$ cat src/pdm_pkg.sv
// Package of constants shared by the microphone end and the receiver end
// Summary of operation
// - Strap low drives after fall, strap high after rise
// - Two devices interleave bits in alternate half-cycles
// - Shared clock sets one power mode for both
// - Idle pattern within 3 ms of clock and supply
// - Idle pattern alternates one and zero bits
// - Receiver waits 20 ms and 50 ms after start
// - Receiver waits 20 ms and 50 ms after mode switch
// - Offset level fixed by strap sampled at startup
// - Offset constant, independent of input amplitude
// - Rising pressure raises density of one bits
// - Standby mode keeps data line high impedance
package pdm_pkg;

	typedef enum logic [2:0] {
		MODE_OFF,
		MODE_STANDBY,
		MODE_LOW_POWER,
		MODE_NORMAL,
		MODE_HIGH_PERF,
		MODE_ULTRASONIC
	} power_mode_t;

	localparam int SYS_CLK_HZ = 100_000_000;
	localparam int SYS_CLK_NS = 10;

	// Startup idle deadline and settling times in ms
	localparam int IDLE_START_MS  = 3;
	localparam int SETTLE_HALF_MS = 20;
	localparam int SETTLE_FINE_MS = 50;
	localparam int CYC_PER_MS     = 1_000_000 / SYS_CLK_NS;
	localparam int IDLE_START_CYC  = IDLE_START_MS * CYC_PER_MS;
	localparam int SETTLE_HALF_CYC = SETTLE_HALF_MS * CYC_PER_MS;
	localparam int SETTLE_FINE_CYC = SETTLE_FINE_MS * CYC_PER_MS;

	// Frequency measure window: 10 us, edge counts give clock in 100 kHz units
	localparam int MEAS_WIN_CYC = 1000;
	localparam int EDGE_W       = 8;
	// Mode thresholds in rising edges per window (100 kHz steps)
	localparam logic [7:0] LIM_STANDBY = 8'h04; // Below 0.4 MHz
	localparam logic [7:0] LIM_LOW     = 8'h0a; // Below 1.0 MHz
	localparam logic [7:0] LIM_NORMAL  = 8'h12; // Below 1.8 MHz
	localparam logic [7:0] LIM_HIGH    = 8'h27; // Below 3.9 MHz
	// Clock held low this long counts as clock-off, 2 us
	localparam int CLK_OFF_CYC = 200;

	// Offset dither periods for strap low and strap high
	localparam int OFS_PER_LOW  = 10000;
	localparam int OFS_PER_HIGH = 100;
	localparam int SAMPLE_W     = 16;

endpackage

$ cat src/pdm_link_if.sv
// Interface carrying the shared clock and data line between both ends
`timescale 1ns/1ps
interface pdm_link_if;
	logic pdm_clk;     // Bit clock from the receiver
	logic data_o;      // Microphone data drive value
	logic data_oe_n;   // Microphone enable, low while driving
	logic data_line;   // Resolved line level
	assign data_line = !data_oe_n ? data_o : 1'b0;
	modport mic (input pdm_clk, output data_o, output data_oe_n);
	modport rcv (output pdm_clk, input data_line);
endinterface

$ cat src/pdm_mic.sv
// Microphone end: strap decode, mode detect, idle pattern and modulator
`timescale 1ns/1ps
module pdm_mic #(
	parameter int SETTLE_CYC = pdm_pkg::SETTLE_HALF_CYC
) (
	// System
	input  wire logic                        mclk,
	input  wire logic                        rst,
	// Link
	pdm_link_if.mic                          link,
	// User side
	input  wire logic                        side_strap_state,
	input  wire logic signed [pdm_pkg::SAMPLE_W-1:0] pressure,
	output logic [2:0]                       power_mode,
	output logic                             audio_ready
);

	// Counter widths below are fixed, so refuse settings they cannot hold
	initial begin
		if (SETTLE_CYC < 1)
			$error("SETTLE_CYC must be positive");
		if (pdm_pkg::MEAS_WIN_CYC < 2 || pdm_pkg::MEAS_WIN_CYC > 1024)
			$error("MEAS_WIN_CYC does not fit the window counter");
		if (pdm_pkg::CLK_OFF_CYC < 1 || pdm_pkg::CLK_OFF_CYC > 255)
			$error("CLK_OFF_CYC does not fit the low-time counter");
		if (pdm_pkg::EDGE_W != 8)
			$error("EDGE_W must match the mode thresholds");
		if (pdm_pkg::OFS_PER_LOW < 1 || pdm_pkg::OFS_PER_LOW > 65535)
			$error("OFS_PER_LOW does not fit the offset counter");
		if (pdm_pkg::OFS_PER_HIGH < 1 || pdm_pkg::OFS_PER_HIGH > 65535)
			$error("OFS_PER_HIGH does not fit the offset counter");
		if (pdm_pkg::SAMPLE_W != 16)
			$error("SAMPLE_W must be 16 for the feedback step");
	end

	////////////////////////////////////////////////////////////////////////
	// Synchronisers for the pin clock and strap
	logic clk_s1_r, clk_s2_r, clk_d_r, strap_s1_r, strap_s2_r;
	always_ff @(posedge mclk) begin
		clk_s1_r   <= link.pdm_clk;
		clk_s2_r   <= clk_s1_r;
		clk_d_r    <= clk_s2_r;
		strap_s1_r <= side_strap_state;
		strap_s2_r <= strap_s1_r;
	end
	wire rise_w = clk_s2_r & ~clk_d_r;
	wire fall_w = ~clk_s2_r & clk_d_r;

	////////////////////////////////////////////////////////////////////////
	// Strap caught once after reset so the offset never moves
	logic strap_r, strap_valid_r;
	always_ff @(posedge mclk) begin
		if (rst) begin
			strap_valid_r <= 1'b0;
			strap_r       <= 1'b0;
		end else if (!strap_valid_r) begin
			strap_valid_r <= 1'b1;
			strap_r       <= strap_s2_r;
		end
	end

	////////////////////////////////////////////////////////////////////////
	// Frequency measurement over a fixed window
	logic [9:0]                 win_r;
	logic [pdm_pkg::EDGE_W-1:0] edges_r;
	logic [7:0]                 low_cnt_r;
	pdm_pkg::power_mode_t       mode_r, mode_nxt;
	wire win_end_w = (win_r == 10'(pdm_pkg::MEAS_WIN_CYC - 1));
	wire clk_off_w = (low_cnt_r == 8'(pdm_pkg::CLK_OFF_CYC));

	function automatic pdm_pkg::power_mode_t classify(input logic [7:0] n);
		if (n < pdm_pkg::LIM_STANDBY)
			return pdm_pkg::MODE_STANDBY;
		else if (n < pdm_pkg::LIM_LOW)
			return pdm_pkg::MODE_LOW_POWER;
		else if (n < pdm_pkg::LIM_NORMAL)
			return pdm_pkg::MODE_NORMAL;
		else if (n < pdm_pkg::LIM_HIGH)
			return pdm_pkg::MODE_HIGH_PERF;
		else
			return pdm_pkg::MODE_ULTRASONIC;
	endfunction

	always_comb begin
		mode_nxt = mode_r;
		if (clk_off_w)
			mode_nxt = pdm_pkg::MODE_OFF;
		else if (win_end_w)
			mode_nxt = classify(edges_r);
	end

	// Window counter and rising-edge tally
	always_ff @(posedge mclk) begin
		if (rst) begin
			win_r   <= '0;
			edges_r <= '0;
		end else begin
			win_r   <= win_end_w ? '0 : win_r + 10'h001;
			edges_r <= win_end_w ? '0 : edges_r + {7'h00, rise_w};
		end
	end

	// Clock-low time, held at the limit so clock-off stays asserted
	always_ff @(posedge mclk) begin
		if (rst || clk_s2_r)
			low_cnt_r <= '0;
		else if (!clk_off_w)
			low_cnt_r <= low_cnt_r + 8'h01;
	end

	// Mode register
	always_ff @(posedge mclk) begin
		if (rst)
			mode_r <= pdm_pkg::MODE_OFF;
		else
			mode_r <= mode_nxt;
	end

	////////////////////////////////////////////////////////////////////////
	// Settling: idle tone after start or mode change until counter expires
	logic [31:0] settle_r;
	logic        mode_chg_r;
	wire active_w = (mode_r != pdm_pkg::MODE_OFF) && (mode_r != pdm_pkg::MODE_STANDBY);
	always_ff @(posedge mclk) begin
		if (rst) begin
			settle_r   <= '0;
			mode_chg_r <= 1'b0;
		end else begin
			mode_chg_r <= (mode_nxt != mode_r);
			if (!active_w || mode_chg_r)
				settle_r <= '0;
			else if (settle_r != 32'(SETTLE_CYC))
				settle_r <= settle_r + 32'h1;
		end
	end
	wire ready_w = (settle_r == 32'(SETTLE_CYC));

	////////////////////////////////////////////////////////////////////////
	// First-order modulator with a strap-set constant offset
	logic signed [pdm_pkg::SAMPLE_W+1:0] acc_r;
	logic [15:0] ofs_cnt_r;
	logic        idle_bit_r;
	wire  [15:0] ofs_per_w = strap_r ? 16'(pdm_pkg::OFS_PER_HIGH)
	                                 : 16'(pdm_pkg::OFS_PER_LOW);
	wire         ofs_tick_w = (ofs_cnt_r == ofs_per_w - 16'h0001);
	wire signed [pdm_pkg::SAMPLE_W+1:0] in_w =
		{{2{pressure[pdm_pkg::SAMPLE_W-1]}}, pressure} + (ofs_tick_w ? 18'sh00001 : 18'sh0);
	wire signed [pdm_pkg::SAMPLE_W+1:0] fb_w =
		acc_r[pdm_pkg::SAMPLE_W+1] ? -18'sh08000 : 18'sh08000;
	wire mod_bit_w = ~acc_r[pdm_pkg::SAMPLE_W+1];

	// Drive edge: strap low launches on fall, strap high on rise
	wire launch_w  = strap_r ? rise_w : fall_w;
	wire release_w = strap_r ? fall_w : rise_w;
	// A bit is only launched once the strap is known and the mode may drive
	wire take_w    = launch_w && active_w && strap_valid_r;
	wire drop_w    = release_w || !active_w;
	wire step_w    = take_w && ready_w;
	wire out_bit_w = ready_w ? mod_bit_w : ~idle_bit_r;

	logic data_r, oe_n_r, ready_r;

	// Idle pattern phase flips on every launched bit
	always_ff @(posedge mclk) begin
		if (rst)
			idle_bit_r <= 1'b0;
		else if (take_w)
			idle_bit_r <= ~idle_bit_r;
	end

	// Line enable: low from the launch edge until the release edge
	always_ff @(posedge mclk) begin
		if (rst)
			oe_n_r <= 1'b1;
		else if (take_w)
			oe_n_r <= 1'b0;
		else if (drop_w)
			oe_n_r <= 1'b1;
	end

	// Data bit held for the whole drive window
	always_ff @(posedge mclk) begin
		if (rst)
			data_r <= 1'b0;
		else if (take_w)
			data_r <= out_bit_w;
	end

	// Modulator only steps on launched bits, so its rate follows the clock
	always_ff @(posedge mclk) begin
		if (rst) begin
			acc_r     <= '0;
			ofs_cnt_r <= '0;
		end else if (step_w) begin
			acc_r     <= acc_r + in_w - fb_w;
			ofs_cnt_r <= ofs_tick_w ? '0 : ofs_cnt_r + 16'h0001;
		end
	end

	// Ready flag registered so the output comes from a flip-flop
	always_ff @(posedge mclk) begin
		if (rst)
			ready_r <= 1'b0;
		else
			ready_r <= ready_w;
	end

	assign link.data_o    = data_r;
	assign link.data_oe_n = oe_n_r;
	assign power_mode     = mode_r;
	assign audio_ready    = ready_r;

endmodule

$ cat src/flat_wrapper.sv
// flat-port wrapper written by rule: the top's interface ports become plain ports
module pdm_mic_flat 
#(
	parameter int SETTLE_CYC = pdm_pkg::SETTLE_HALF_CYC
)
  (mclk, rst, side_strap_state, pressure, power_mode, audio_ready, link_pdm_clk, link_data_o, link_data_oe_n);
  pdm_link_if link_i ();
  input  wire logic mclk;
  input  wire logic rst;
  input  wire logic side_strap_state;
  input  wire logic signed [pdm_pkg::SAMPLE_W-1:0] pressure;
  output logic [2:0] power_mode;
  output logic audio_ready;
  input wire logic [$bits(link_i.pdm_clk)-1:0] link_pdm_clk;
  output wire logic [$bits(link_i.data_o)-1:0] link_data_o;
  output wire logic [$bits(link_i.data_oe_n)-1:0] link_data_oe_n;
  assign link_i.pdm_clk = link_pdm_clk;
  assign link_data_o = link_i.data_o;
  assign link_data_oe_n = link_i.data_oe_n;
  pdm_mic #(.SETTLE_CYC(SETTLE_CYC)) u_core (.mclk(mclk), .rst(rst), .link(link_i), .side_strap_state(side_strap_state), .pressure(pressure), .power_mode(power_mode), .audio_ready(audio_ready));
endmodule
$ cat config.mk
export PLATFORM = sky130hd
export DESIGN_NAME = pdm_mic_flat
export DESIGN_NICKNAME = d
export VERILOG_FILES = /design/src/pdm_pkg.sv /design/src/pdm_link_if.sv /design/src/pdm_mic.sv /design/src/flat_wrapper.sv
export SDC_FILE = /design/constraint.sdc
export NUM_CORES = 1
export LEC_CHECK = 0
export ABC_AREA = 1
export BUFFER_PORTS_ARGS = -buffer_cell sky130_fd_sc_hd__buf_4
export CORE_ASPECT_RATIO = 0.8
export CORE_MARGIN = 4
export CORE_UTILIZATION = 30
export DETAILED_ROUTE_END_ITERATION = 8
export GPL_ROUTABILITY_DRIVEN = 0
export GPL_TIMING_DRIVEN = 0
export PLACE_DENSITY = 0.46
export SLEW_MARGIN = 25
export SYNTH_ARGS = -nofsm -noshare
export SYNTH_HDL_FRONTEND = slang
export SYNTH_SLANG_ARGS = --single-unit
$ cat constraint.sdc
create_clock -name mclk -period 8.3 [get_ports mclk]
set_clock_uncertainty 0.2 [all_clocks]
set_input_delay 0 -clock mclk [delete_from_list [all_inputs] [get_ports mclk]]
set_output_delay 0 -clock mclk [all_outputs]
set_load 0.1 [all_outputs]
==> metrics.yaml <==
yosys:
  ys_warn_count: 0
  avgSynthCellArea_um2: 6.56
  syn_area_mm2: 0.00678
  yosys.area.top_type_share: 0.316
  ys.flop_type: "dfxtp_1"
  muxShareOfSynthArea: 0
  synth-seq-cells: 107
  yosys.area_share.simple: 0.333
  ys_async_sr_fraction: 0
  synthCells: 1033
  synth_area_leaders: "dfxtp_1 32%, nand2_1 12%, inv_1 8.9%"
  synth_top_family_by_area: "simple AND/OR/NAND/NOR gates"
  synth_compound_area_frac: 0.117
  synth_fa_ha_area_frac: 0.0798
  yosysTopAreaCell: "dfxtp_1"
  synth-xor-area-share: 0.0401
  synth_edf_count: 0
  synth_nets: 1095
  ys_types: 40
  synth-seq-area-share: 0.316
floorplan:
  core_mm2: 0.0219
  dieArea_mm2: 0.0251
  die_h_um: 142
  boundaryPins: 26
  die_x_um: 176
  start_util: 0.310
  rows: 48
global_routing:
  grt_pass1_vias: 5665
  grt_max_degree: 20
  gr-total-overflow: 0
  antenna_found_initial: 0
  grt.total_usage: 0.142
  grt_first_pass_wirelength_um: 29000
setup_path:
  required_ps: 8350
  crit_path_max_fanout: 6
  slowest_stage: "o21ai_0"
  start_kind: "register"
  crit_family: "adder cells"
  crit_type: "reg -> reg"
  cp-end-kind: "register"
  slowest_delay_ps: 450
  worstReg2RegStart: "u_core.ofs_cnt_r[0]$_SDFFE_PP0P_"
  crit_buf_inv: 1
  cp-startpoint: "u_core.ofs_cnt_r[0]$_SDFFE_PP0P_"
  cp_cell_sequence: "ha_1 > inv_1 > nor3_1 > nand4_1 > fa_1 > ha_1 > o21ai_0 > a21o_1 > nand2_1 > nand3_1 > nand2_1 > nor2_1 > nor2_1"
  crit_arrival_ps: 3270
timing:
  fmax_mhz: 311
  rsz0062_at_grt: "no"
  maxSlewHeadroom: 0.476
  worst_pin_slew_ps: 779
  report.final.slew_viol_count: 0
  holdWs_ps: 67.0
  finalHoldViolations: 0
  fin_crit_ps: 3210
  fin_setup_tns_ps: 0
  final-setup-viol-count: 0
  timing.final.crit_share: 0.387
detailed_routing:
  ant_nets: 0
  drcViolationCount: 0
  dr.pass1.iters: 5
  wl_um: 17300
  wire_per_inst_um: 12.6
  via_per_inst: 4.48
  vias: 6165
  drt_iter0_markers: 415
finish:
  stdcell_area_mm2: 0.00766
  seqCellArea_mm2: 0.00214
  multi_input_area_mm2: 0.00386
  n_antenna_cell: 0
  drive_gt1_frac: 0.0836
  area_growth_syn_to_layout_pct: 13.0
  final_cell_mix: "222 x nand2_1, 161 x inv_1, 110 x nor2_1"
  layout.nets: 1134
  num-fill-cells: 2416
  layout_commonest_cell: "nand2_1"
power_and_ir_drop:
  p_per_area_mw_per_mm2: 139
  peakVddDrop_mv: 0.0999
  p_leak_nw: 3.20
placement:
  post-dp-hpwl_um: 13400
  numPortBuffers: 24
  place_area_mm2: 0.00733
clock_network:
  cts_buffer_depth: 2
  htreeDepth: 3
  post_cts_buffers: 0
  path_clk_slew_ps: 80
  cts_buffers: 9
  cts_resized: 0
  insertion_delay_ps: 370
  cts_tree: "done"
  clock-sinks: 107
  clock-root-buffer: "clkbuf_16"
worst_hold_path:
  hp-class: "in -> reg"
  min_from: "pressure[1]"
outcome:
  run_status: "finished clean"
run:
  cap_violations: 0
## synthesized netlist by cell type (all sizes together), types with 2 or more instances
master and n:
nand3b 3, nor2 118, xor2 24, or2 9, nor4 6, nor3 42, buf 12, o21a 5
nand2 227, nand4 21, inv 172, ha 40, clkbuf 11, o21bai 3, nor3b 5, nand3 73
a21oi 95, o21ai 43, dfxtp 107, a21o 5, fa 2, xnor2 7
## through the flow
step                cells  utilization  setup WS [ps]  total power [W]
floorplan            1033            -           5670         0.000607
global placement     1357        0.335           5070         0.000636
detailed placement   1357        0.335           5080         0.000636
CTS                  1376        0.350           5040          0.00108
global route         1376        0.350           4780          0.00111
finish               1376        0.350           5090          0.00106
## area by class of cell
type	instances	share of cell area
clock buffers	9	0.0294
well taps	300	0.0490
flip-flops and latches	107	0.280
inverters	173	0.0850
clock inverters	6	0.00801
multi-input cells	730	0.504
repair buffers	28	0.0288
plain buffers	23	0.0160
## worst reg2reg max path, stage by stage (launching register included)
cell,delay [ps]
dfxtp_1,380
ha_1,310
inv_1,90
nor3_1,190
nand4_1,190
fa_1,420
ha_1,220
o21ai_0,460
a21o_1,260
nand2_1,110
nand3_1,80
nand2_1,50
nor2_1,90
nor2_1,40
## final timing paths
path,slack [ps],to,cells past startpoint
setup / recovery,5090,u_core.acc_r[10]$_SDFFE_PP0P_,13
hold / removal,70,u_core.acc_r[1]$_SDFFE_PP0P_,7
setup reg to reg,5090,u_core.acc_r[10]$_SDFFE_PP0P_,13
hold reg to reg,130,u_core.strap_s2_r$_DFF_P_,0
## power by group
group	internal [W]	switching, W	total, W
Combinational	0.0000411	0.0000634	0.000105
Sequential	0.000517	0.00000286	0.000520
Clock	0.000210	0.000228	0.000437
Total	0.000768	0.000294	0.00106
## what timing repair did
action / CTS / global route
hold buffers: 4 / 0
setup endpoints to repair: 0 / 0
endpoints found under the hold margin: 5 / 0
## routing by layer
| metal | GRT usage | wire [µm] | vias up |
|---|---|---|---|
| met3 | 0.0295 | 662 | 11 |
| met2 | 0.204 | 6810 | 86 |
| li1 | - | - | 3380 |
| met1 | 0.217 | 9720 | 2688 |
| met5 | 0 | 0 | - |
| met4 | 0.0283 | 127 | 0 |
## cell families (layout without fill, tap and decap cells)
logic type | after synthesis | count (layout)
compound gates | 151 | 151
xor+xnor | 31 | 31
fa+ha+maj | 42 | 42
buf+inv | 196 | 239
flops | 107 | 107
simple gates | 506 | 506
## flip-flops by register name, indices dropped and copies added (netlist names)
| signal | count |
|---|---|
| u_core.acc_r | 18 |
| u_core.audio_ready | 1 |
| u_core.clk_d_r | 1 |
| u_core.clk_s1_r | 1 |
| u_core.clk_s2_r | 1 |
| u_core.edges_r | 8 |
| u_core.idle_bit_r | 1 |
| u_core.link.data_o | 1 |
| u_core.link.data_oe_n | 1 |
| u_core.low_cnt_r | 8 |
| u_core.mode_chg_r | 1 |
| u_core.ofs_cnt_r | 16 |
| u_core.power_mode | 3 |
| u_core.settle_r | 32 |
| u_core.strap_r | 1 |
| u_core.strap_s1_r | 1 |
| u_core.strap_s2_r | 1 |
| u_core.strap_valid_r | 1 |
| u_core.win_r | 10 |
(Power assumes the default switching activity.)
